==> src/inc/tldsf_defines.svh <==
`ifndef TLDSF_DEFINES_SVH
`define TLDSF_DEFINES_SVH
`define TLDSF_ADDR_DATA   2'h0
`define TLDSF_ADDR_STAT1  2'h1
`define TLDSF_ADDR_MASK2  2'h2
`define TLDSF_BIT_ERR     2
`define TLDSF_BIT_DO      1
`define TLDSF_BIT_BYTE_IN 0
`define TLDSF_BIT_DMA_OUT 5
`define TLDSF_BIT_DMAI    4
`define TLDSF_BYTE_W      8
`define TLDSF_FIFO_DEPTH  8
`define TLDSF_ZERO8       8'h00
`endif

==> src/inc/tldsf_pkg.sv <==
package tldsf_pkg;
  // Handshake state levels, same clock as this block
  typedef struct packed {
    logic tacs;
    logic sgns;
    logic sdys;
    logic sids;
    logic dac;
    logic rfd;
    logic lacs;
    logic acds;
    logic cont_mode;
    logic holdoff;
    logic finish_hs;
  } tldsf_hs_t;

  // Host register port request
  typedef struct packed {
    logic       rd;
    logic       wr;
    logic [1:0] addr;
    logic [7:0] wdata;
  } tldsf_req_t;
endpackage

==> src/hw/tldsf_top.sv <==
`timescale 1ns/100ps
`include "tldsf_defines.svh"

module tldsf_fifo #(
  parameter int W = 8,
  parameter int D = 8
) (
  input  wire logic         mclk,
  input  wire logic         sys_rst,
  input  wire logic         in_valid,
  output logic              in_ready,
  input  wire logic [W-1:0] in_data,
  output logic              out_valid,
  input  wire logic         out_ready,
  output logic [W-1:0]      out_data
);
  localparam int AW = $clog2(D);
  logic [W-1:0]  mem_q [D];
  logic [AW-1:0] wr_ptr_q, wr_ptr_d, rd_ptr_q, rd_ptr_d;
  logic [AW:0]   cnt_q, cnt_d;
  logic          push, pop;

  assign in_ready  = (cnt_q != (AW+1)'(D));
  assign out_valid = (cnt_q != '0);
  assign out_data  = mem_q[rd_ptr_q];
  assign push      = in_valid & in_ready;
  assign pop       = out_valid & out_ready;

  always_comb
  begin
    wr_ptr_d = push ? wr_ptr_q + 1'b1 : wr_ptr_q;
    rd_ptr_d = pop ? rd_ptr_q + 1'b1 : rd_ptr_q;
    cnt_d    = cnt_q + (AW+1)'(push) - (AW+1)'(pop);
  end

  always_ff @(posedge mclk)
  begin
    if (sys_rst)
    begin
      wr_ptr_q <= '0;
      rd_ptr_q <= '0;
      cnt_q    <= '0;
    end
    else
    begin
      wr_ptr_q <= wr_ptr_d;
      rd_ptr_q <= rd_ptr_d;
      cnt_q    <= cnt_d;
    end
  end

  for (genvar i = 0; i < D; i++)
  begin : g_ent
    always_ff @(posedge mclk)
    begin
      if (push && wr_ptr_q == AW'(i))
        mem_q[i] <= in_data;
    end
  end
endmodule // tldsf_fifo

module tldsf_top (
  input  wire logic                   mclk,
  input  wire logic                   sys_rst,
  input  wire tldsf_pkg::tldsf_req_t  req,
  output logic [7:0]                  rd_data_q,
  input  wire tldsf_pkg::tldsf_hs_t   hs,
  input  wire logic [7:0]             rx_byte,
  output logic [7:0]                  tx_data_q,
  output logic                        tx_valid_q,
  input  wire logic                   tx_ready,
  output logic                        irq_q,
  output logic                        dma_out_req_q,
  output logic                        dma_in_req_q
);
  import tldsf_pkg::*;

  logic       err_q, err_d, do_q, do_d, bin_q, bin_d;
  logic       err_ie_q, err_ie_d, byte_out_ready_irq_en_q, byte_out_ready_irq_en_d, bin_ie_q, bin_ie_d;
  logic       dmao_q, dmao_d, dmai_q, dmai_d;
  logic       talk_rdy, talk_rdy_q, sdys_prev_q, wr_prev_q;
  logic       rd_stat1, rd_dir, wr_obr, wr_mask1, wr_mask2;
  logic       err_set, do_set, bin_set, bin_clr;
  logic [7:0] rd_data_d, obr_data_q, obr_data_d;
  logic       obr_valid_q, obr_valid_d;
  logic       fifo_in_ready, fifo_out_valid, fifo_out_ready;
  logic [7:0] fifo_out_data, tx_data_d;
  logic       tx_valid_d, irq_d, dma_out_req_d, dma_in_req_d;

  assign rd_stat1 = req.rd & (req.addr == `TLDSF_ADDR_STAT1);
  assign rd_dir   = req.rd & (req.addr == `TLDSF_ADDR_DATA);
  assign wr_obr   = req.wr & (req.addr == `TLDSF_ADDR_DATA);
  assign wr_mask1 = req.wr & (req.addr == `TLDSF_ADDR_STAT1);
  assign wr_mask2 = req.wr & (req.addr == `TLDSF_ADDR_MASK2);
  assign talk_rdy = hs.tacs & hs.sgns;

  always_comb
  begin
    // Lost byte: sent with nobody listening, or written while source idle or in delay just before idle
    // error set terms
    // Third term: write made in delay state caught by the passage to idle
    err_set = (hs.tacs & hs.sdys & hs.dac & hs.rfd)
            | (wr_obr & hs.sids)
            | (wr_prev_q & sdys_prev_q & hs.sids);
    do_set  = talk_rdy & ~talk_rdy_q;
    bin_set = hs.lacs & hs.acds & hs.cont_mode;
    bin_clr = rd_stat1 | (hs.finish_hs & hs.holdoff) | rd_dir;
    err_d   = err_set | (err_q & ~rd_stat1);
    do_d    = do_set | (do_q & ~rd_stat1 & talk_rdy & ~wr_obr);
    bin_d   = bin_set | (bin_q & ~bin_clr);
  end

  always_comb
  begin
    // mask one shares the status address
    err_ie_d = wr_mask1 ? req.wdata[`TLDSF_BIT_ERR] : err_ie_q;
    byte_out_ready_irq_en_d  = wr_mask1 ? req.wdata[`TLDSF_BIT_DO] : byte_out_ready_irq_en_q;
    bin_ie_d = wr_mask1 ? req.wdata[`TLDSF_BIT_BYTE_IN] : bin_ie_q;
    dmao_d   = wr_mask2 ? req.wdata[`TLDSF_BIT_DMA_OUT] : dmao_q;
    dmai_d   = wr_mask2 ? req.wdata[`TLDSF_BIT_DMAI] : dmai_q;
    rd_data_d = `TLDSF_ZERO8;
    if (rd_stat1)
    begin
      rd_data_d[`TLDSF_BIT_ERR]     = err_q;
      rd_data_d[`TLDSF_BIT_DO]      = do_q;
      rd_data_d[`TLDSF_BIT_BYTE_IN] = bin_q;
    end
    else if (rd_dir)
      rd_data_d = rx_byte;
    irq_d         = (err_q & err_ie_q) | (do_q & byte_out_ready_irq_en_q) | (bin_q & bin_ie_q);
    dma_out_req_d = do_q & dmao_q;
    dma_in_req_d  = bin_q & dmai_q;
  end

  always_comb
  begin
    // Write while the previous byte waits for FIFO room is dropped
    obr_valid_d = obr_valid_q;
    obr_data_d  = obr_data_q;
    if (obr_valid_q && fifo_in_ready)
      obr_valid_d = 1'b0;
    if (wr_obr && (!obr_valid_q || fifo_in_ready))
    begin
      obr_valid_d = 1'b1;
      obr_data_d  = req.wdata;
    end
    tx_valid_d = tx_valid_q & ~tx_ready;
    tx_data_d  = tx_data_q;
    if (fifo_out_valid && fifo_out_ready)
    begin
      tx_valid_d = 1'b1;
      tx_data_d  = fifo_out_data;
    end
  end

  assign fifo_out_ready = ~tx_valid_q | tx_ready;

  tldsf_fifo #(
    .W (`TLDSF_BYTE_W),
    .D (`TLDSF_FIFO_DEPTH)
  ) u_fifo (
    .mclk      (mclk),
    .sys_rst   (sys_rst),
    .in_valid  (obr_valid_q),
    .in_ready  (fifo_in_ready),
    .in_data   (obr_data_q),
    .out_valid (fifo_out_valid),
    .out_ready (fifo_out_ready),
    .out_data  (fifo_out_data)
  );

  always_ff @(posedge mclk)
  begin
    if (sys_rst)
    begin
      err_q         <= 1'b0;
      do_q          <= 1'b0;
      bin_q         <= 1'b0;
      err_ie_q      <= 1'b0;
      byte_out_ready_irq_en_q       <= 1'b0;
      bin_ie_q      <= 1'b0;
      dmao_q        <= 1'b0;
      dmai_q        <= 1'b0;
      talk_rdy_q    <= 1'b0;
      sdys_prev_q   <= 1'b0;
      wr_prev_q     <= 1'b0;
      rd_data_q     <= `TLDSF_ZERO8;
      obr_valid_q   <= 1'b0;
      obr_data_q    <= `TLDSF_ZERO8;
      tx_valid_q    <= 1'b0;
      tx_data_q     <= `TLDSF_ZERO8;
      irq_q         <= 1'b0;
      dma_out_req_q <= 1'b0;
      dma_in_req_q  <= 1'b0;
    end
    else
    begin
      err_q         <= err_d;
      do_q          <= do_d;
      bin_q         <= bin_d;
      err_ie_q      <= err_ie_d;
      byte_out_ready_irq_en_q       <= byte_out_ready_irq_en_d;
      bin_ie_q      <= bin_ie_d;
      dmao_q        <= dmao_d;
      dmai_q        <= dmai_d;
      talk_rdy_q    <= talk_rdy;
      sdys_prev_q   <= hs.sdys;
      wr_prev_q     <= wr_obr;
      rd_data_q     <= rd_data_d;
      obr_valid_q   <= obr_valid_d;
      obr_data_q    <= obr_data_d;
      tx_valid_q    <= tx_valid_d;
      tx_data_q     <= tx_data_d;
      irq_q         <= irq_d;
      dma_out_req_q <= dma_out_req_d;
      dma_in_req_q  <= dma_in_req_d;
    end
  end
endmodule // tldsf_top

==> config.mk <==
export PLATFORM = sky130hd
export DESIGN_NAME = tldsf_top
export DESIGN_NICKNAME = d
export VERILOG_FILES = /design/src/inc/tldsf_pkg.sv /design/src/hw/tldsf_top.sv
export VERILOG_INCLUDE_DIRS = /design/src /design/src/inc
export SDC_FILE = /design/constraint.sdc
export NUM_CORES = 1
export LEC_CHECK = 0
export BUFFER_PORTS_ARGS = -buffer_cell sky130_fd_sc_hd__buf_2
export CAP_MARGIN = 5
export CORE_MARGIN = 4
export CORE_UTILIZATION = 57
export DETAILED_ROUTE_END_ITERATION = 8
export GPL_ROUTABILITY_DRIVEN = 0
export PLACE_DENSITY_LB_ADDON = 0.08
export SLEW_MARGIN = 20
export SYNTH_ARGS = -nofsm -noshare
export SYNTH_HDL_FRONTEND = slang
export SYNTH_SLANG_ARGS = --single-unit
==> constraint.sdc <==
create_clock -name mclk -period 3.1 [get_ports mclk]
set_clock_uncertainty 0.2 [all_clocks]
set_input_delay 0.155 -clock mclk [delete_from_list [all_inputs] [get_ports mclk]]
set_output_delay 0.155 -clock mclk [all_outputs]
set_load 0.005 [all_outputs]
==> results of run 1 <==
[through the flow]
stage	utilization	power, uW	instance area [um2]	instances	hold WS (ns)
3_5_place_dp	0.642	2720	4730	455	0.158
5_1_grt	0.776	4760	5720	531	0.231
6_report	0.776	4520	5720	531	0.222
2_1_floorplan	-	2480	4390	314	0.0767
3_3_place_gp	0.642	2710	4730	455	0.155
4_1_cts	0.776	4540	5720	531	0.182
[worst max-delay path, stage by stage, from the launching register on]
cell     delay [ns]
dfxtp_1        0.30
inv_1          0.09
ha_1           0.17
or3b_2         0.47
nand2_2        0.21
inv_1          0.09
ha_1           0.30
inv_1          0.07
ha_1           0.17
inv_1          0.06
fa_1           0.37
xor2_1         0.14
nor2_1         0.05
[final cells by class]
cell class	count	area, um2	share of cell area
Sequential cell	114	2920	0.511
Multi-Input combinational cell	174	1350	0.236
Timing Repair Buffer	101	736	0.129
Clock buffer	17	414	0.0724
Clock inverter	15	133	0.0232
Tap cell	99	124	0.0216
Inverter	11	41.3	0.00722
[state kept, by name, summed over array words and instances, names as in the netlist]
register and cells:
talk_rdy_q 1, bin_ie_q 1, tx_data_q 8, bin_q 1, u_fifo.rd_ptr_q 3, do_q 1
dmai_q 1, dmao_q 1, dma_in_req_q 1, wr_prev_q 1, sdys_prev_q 1, obr_data_q 8
u_fifo.mem_q 64, rd_data_q 8, tx_valid_q 1, err_ie_q 1, u_fifo.cnt_q 4, dma_out_req_q 1
obr_valid_q 1, u_fifo.wr_ptr_q 3, err_q 1, byte_out_ready_irq_en_q 1, irq_q 1
[worst paths after layout]
path / cells after the start / slack (ns) / endpoint / start
max: 12 / 0.28 / u_fifo.cnt_q[2] / u_fifo.cnt_q[2]
min: 3 / 0.22 / sdys_prev_q / hs[8]
max reg2reg: 12 / 0.28 / u_fifo.cnt_q[2] / u_fifo.cnt_q[2]
min reg2reg: 1 / 0.24 / do_q / talk_rdy_q
[cells by family (layout without fill, tap and decap cells)]
kind of cell / after synthesis / after routing / share of synthesized area
AOI/OAI and AO/OA: 31 / 31 / 0.0524
muxes: 38 / 38 / 0.109
adders and majority gates: 14 / 14 / 0.0416
buffers and inverters: 26 / 144 / 0.0265
and+or+nand+nor: 86 / 86 / 0.0943
DFF: 114 / 114 / 0.666
xor gates and xnor gates: 5 / 5 / 0.00998
[placed cells by master, fill, tap and decap left out, drive strengths merged, types with 7 or more instances in the layout]
master       count
mux2i           30
o22ai            8
mux4             8
dfxtp           50
inv             17
buf             57
edfxtp          64
nor2            36
dlygate4sd3     44
and2             7
ha              13
nand2           11
nor3             9
clkbuf          17
a211oi           9
[where the power goes]
group | switching [uW] | total (uW) | internal (uW)
logic | 458 | 901 | 442
registers | 129 | 1840 | 1710
clock network | 709 | 1780 | 1070
total | 1300 | 4520 | 3220
[per-layer routing]
metal | vias up | wire length [um]
li1 | 1358 | -
met1 | 1379 | 3750
met2 | 109 | 5110
met3 | 24 | 678
met4 | 0 | 388
met5 | - | 0
[timing repair]
action	4_1_cts	5_1_grt
hold buffers	44	0
endpoints found under the hold margin	31	0
resized for setup	0	0
==> qor.yml, run 1 <==
floorplanning:
  die_y_um: 95.8
  pin_count: 54
  start_util: 0.596
  core-area_um2: 7370
  num_rows: 31
  fp.dieW_um: 95.8
  dieArea_um2: 9170
drt:
  antenna_left: 0
  drt-initial-drc-count: 177
  first_pass_iters: 5
  wl_per_cell_um: 18.7
  post-route-drc-count: 0
  via_per_inst: 5.40
  vias: 2870
  totalWireLength_um: 9930
cts:
  root_buffer: "clkbuf_8"
  cts_setup_buffers: 0
  cts_tree: "done"
  clk_pin_slew_ns: 0.06
  numCtsBuffers: 17
  insertion_delay_ns: 0.52
  cts_max_level: 4
  clockBufferDepth: 2
  cts_num_sinks: 114
finish:
  nets: 467
  diodes: 0
  syn2layout_area_growth_pct: 30.3
  drive_above_1_share: 0.229
  n_fill_cell: 425
sta:
  finalSetupViolations: 0
  relSlewSlack: 0.466
  fmax_ghz: 0.354
  maxSlewViolCount: 0
  worst_pin_slew_ns: 0.801
  fin_crit_sh: 0.911
  fin_crit_ns: 2.82
  setup_tns_ns: 0
  final-hold-violation-count: 0
  final.setup.worst_slack_ns: 0.277
  rsz0062_at_grt: "false"
worst_setup_path:
  path_class: "flip-flop to flip-flop"
  crit_arrival_ns: 2.99
  start_kind: "flip-flop"
  crit_path_end_kind: "flip-flop"
  required_ns: 3.27
  cp_max_fo: 10
global_route:
  grt_first_pass_wirelength_um: 15900
  use_met1: 0.286
  antenna_found_initial: 0
  grt-busiest-layer: "met2"
  grt.total_usage: 0.246
  overflow: 0
  grt_max_degree: 44
  use_met3: 0.0649
  use_met2: 0.403
  grt_pass1_vias: 2984
power_and_ir_drop:
  p_leak_uw: 0.00226
  powerDensity_nw_per_um2: 789
  irDropWorstVdd_mv: 0.615
min_path:
  min_path_type: "input port to flip-flop"
synth:
  synth_top_cell_by_area: "edfxtp_1"
  synth_nets: 362
  async_reset_ff_frac: 0
  ys_top_cells_by_count: "64 x edfxtp_1, 50 x dfxtp_1, 36 x nor2_1, 30 x mux2i_1, 13 x ha_1"
  synth-seq-cells: 114
  synth-edff-count: 64
  synth-seq-area-share: 0.666
  ys_types: 37
  ys_warn_count: 0
  synthesis.area_um2: 4390
  synth_top_area_share: 0.438
  synth_area_leaders: "edfxtp_1 44%, dfxtp_1 23%, mux2i_1 6.8%, mux4_2 4.1%, ha_1 3.7%"
  syn_area_per_cell_um2: 14.0
  syn_inst: 314
  yosysMostFrequentCell: "edfxtp_1"
  synth_flop_cell: "edfxtp_1"
placement:
  portBuffers: 53
  dp_hpwl_um: 5360
  place_ws_ns: 0.291
flow_run:
  cap_violations: 0
outcome:
  outcome: "completed"
No activity file was read; power rests on OpenSTA's default activity.
==> run 2, diff against run 1 <==
Settings changed: ABC_AREA set to 1, CORE_UTILIZATION 57 to 58, SYNTH_HIERARCHICAL set to 1.
==> run 2 against run 1 <==
Net effect:
- register-to-register slack improved by 0.06 ns
- flip-flop and latch count is 3 higher
- critical path type unchanged
- setup slack better by 0.062 ns
- wire length grew 24%
- synthesized area is 15% higher
- total power is 12% higher
==> qor.yml, run 2 <==
sta:
  final-hold-violation-count: 0  # unchanged
  maxSlewViolCount: 0  # unchanged
  relSlewSlack: 0.491  # +0.0257
  worst_pin_slew_ns: 0.760  # -0.0413 ns
  setup_tns_ns: 0  # unchanged
  fin_crit_ns: 2.76  # -0.0619 ns
  finalSetupViolations: 0  # unchanged
  fin_crit_sh: 0.891  # -0.0200
  rsz0062_at_grt: "false"
  fmax_ghz: 0.362  # +2.2%
synth:
  synth-edff-count: 64  # unchanged
  ys_top_cells_by_count: "134 x nand2_1, 103 x inv_1, 64 x edfxtp_1, 53 x dfxtp_1, 48 x nand3_1"
  syn_area_per_cell_um2: 9.16  # -34%
  synth_top_area_share: 0.381  # -0.0564
  synth_flop_cell: "edfxtp_1"
  synth-seq-cells: 117  # +2.6%
  synth_area_leaders: "edfxtp_1 38%, dfxtp_1 21%, nand2_1 10%, inv_1 7.7%, nand3_1 4.8%"
  yosysMostFrequentCell: "nand2_1"
  async_reset_ff_frac: 0  # unchanged
  ys_warn_count: 6  # +6
  ys_types: 29  # -22%
  synthesis.area_um2: 5040  # +15%
  syn_inst: 550  # +75%
  synth-seq-area-share: 0.592  # -0.0739
  synth_top_cell_by_area: "edfxtp_1"
  synth_nets: 597  # +65%
floorplanning:
  pin_count: 54  # unchanged
  dieArea_um2: 10200  # +12%
  fp.dieW_um: 101  # +5.7%
  core-area_um2: 8340  # +13%
  die_y_um: 101  # +5.7%
  num_rows: 33  # +6.5%
  start_util: 0.604  # +0.00850
drt:
  totalWireLength_um: 12300  # +24%
  first_pass_iters: 4  # -1
  via_per_inst: 5.13  # -5.0%
  drt-initial-drc-count: 180  # +1.7%
  post-route-drc-count: 0  # unchanged
  vias: 4066  # +42%
  antenna_left: 0  # unchanged
  wl_per_cell_um: 15.6  # -17%
finish:
  syn2layout_area_growth_pct: 30.0
  seq_area_um2: 2980  # +2.1%
  multiInputGateArea_um2: 1510  # +12%
  regMostFlops: "u_fifo/mem_q"
  post-route-util: 0.785  # +0.00893
  mostFrequentLayoutCells: "134 x nand2_1, 103 x inv_1, 64 x edfxtp_1"
  n_fill_cell: 518  # +22%
  largest_reg_flops: 64  # unchanged
  final_common_cell: "nand2_1"
  nets: 720  # +54%
  drive_above_1_share: 0.155  # -0.0746
power_and_ir_drop:
  total_power_uw: 5040  # +12%
  powerDensity_nw_per_um2: 769  # -2.5%
  p_leak_uw: 0.00305  # +35%
  irDropWorstVdd_mv: 0.509  # -17%
global_route:
  grt_max_degree: 33  # -25%
  antenna_found_initial: 0  # unchanged
  grt_pass1_vias: 4228  # +42%
  grt.total_usage: 0.258  # +0.0114
  grt_first_pass_wirelength_um: 20100  # +26%
  overflow: 0  # unchanged
worst_setup_path:
  start_kind: "flip-flop"
  path_class: "flip-flop to flip-flop"
  required_ns: 3.36  # +0.09 ns
  r2r-end: "obr_data_q[6]"
  cp_top_family: "buffers and inverters"
  r2r_cells: 9  # -3
  crit_buf_inv: 4  # unchanged
  reg2reg_slack_ns: 0.34  # +0.06 ns
  crit_arrival_ns: 3.02  # +0.03 ns
  crit_path_max_incr_delay_ns: 0.61  # +0.14 ns
  slowest_stage: "dlygate4sd3_1"
  cp.depth: 9  # -3
  path_cells: "inv_1 > ha_1 > nand2_2 > inv_1 > nand2_2 > nand4_1 > dlygate4sd3_1 > a21oi_1 > dlygate4sd3_1"
  worstSetupEndpoint: "obr_data_q[6]"
  crit_start: "u_fifo/cnt_q[2]"
  crit_path_end_kind: "flip-flop"
  r2r-start: "u_fifo/cnt_q[2]"
  cp_max_fo: 10  # unchanged
cts:
  clockBufferDepth: 2  # unchanged
  insertion_delay_ns: 0.51  # about the same
  clk_pin_slew_ns: 0.06  # about the same
  cts_setup_buffers: 0  # unchanged
  cts_tree: "done"
  cts_num_sinks: 117  # +2.6%
  cts_max_level: 4  # unchanged
  root_buffer: "clkbuf_8"
  numCtsBuffers: 17  # unchanged
min_path:
  whs_path_depth: 1  # -2
  min_path_type: "flip-flop to flip-flop"
outcome:
  outcome: "completed"
flow_run:
  cap_violations: 0  # unchanged
placement:
  portBuffers: 53  # unchanged
  dp_hpwl_um: 6720  # +26%
[run 2: changes by cell type in the layout (fill, tap and decap cells not counted), moves of 8 or more]
cell / delta
nand2_1: +124
inv_1: +92
nand3_1: +43
mux2i_1: -30
a21oi_1: +17
dlygate4sd3_1: +15
o21ai_0: +13
a211oi_1: -9
nor2_1: +9
mux4_2: -8
o22ai_1: -8
[run 2: where the power goes]
part,total [uW],internal (uW),leakage (uW),switching [uW]
Combinational,1150,438,0.00168,714
Sequential,1880,1760,0.00109,118
Clock,2010,1300,0.000282,705
[run 2: cell type report]
class,instances,area share
Timing Repair Buffer,120,0.140
Clock inverter,13,0.0277
Antenna cell,1,0.000382
Sequential cell,117,0.455
Clock buffer,19,0.0644
Tap cell,105,0.0201
Inverter,106,0.0611
Multi-Input combinational cell,311,0.231
[run 2: cells by family after synthesis]
logic type,after synthesis,share of synthesized area
AO/OA/AOI/OAI,41,0.0437
XOR/XNOR,1,0.00174
adder cells (fa/ha/maj),13,0.0338
buffers and inverters,122,0.108
flip-flops,117,0.592
AND/OR/NAND/NOR,256,0.221
[run 2: metal layers]
| metal | track usage | vias up | part of all wire |
|---|---|---|---|
| met4 | 0.118 | 0 | 0.023 |
| li1 | - | 1985 | - |
| met3 | 0.0599 | 22 | 0.053 |
| met1 | 0.297 | 1920 | 0.40 |
| met5 | 0 | - | 0 |
| met2 | 0.455 | 139 | 0.53 |
[run 2: worst reg2reg max path, stage by stage (launching register included)]
cell           delay (ns)
dfxtp_1              0.31
inv_1                0.07
ha_1                 0.23
nand2_2              0.14
inv_1                0.08
nand2_2              0.17
nand4_1              0.11
dlygate4sd3_1        0.61
a21oi_1              0.20
dlygate4sd3_1        0.59
[run 2: what timing repair did]
item / in CTS / in global routing
hold endpoints to repair: 34 / 0
hold buffers: 59 / 0
setup endpoints to repair: 0 / 0
resized for setup: 0 / 0
[run 2: per-stage QoR]
step / hold WS [ns] / instances / cell area (um2) / setup slack, ns
after global routing: 0.258 / 791 / 6550 / 0.218
after global placement: 0.169 / 700 / 5350 / 0.971
after CTS: 0.213 / 791 / 6550 / 0.466
after detailed placement: 0.178 / 700 / 5350 / 0.903
after floorplan: 0.0262 / 550 / 5040 / 1.07
final: 0.255 / 792 / 6550 / 0.339
[run 2: how the worst min path moves through the flow]
stage / startpoint / end
after floorplan: sys_rst / u_fifo/cnt_q[0]
after global placement: rx_byte[5] / rd_data_q[5]
after detailed placement: rx_byte[5] / rd_data_q[5]
after CTS: talk_rdy_q / do_q
after global routing: talk_rdy_q / do_q
final: talk_rdy_q / do_q
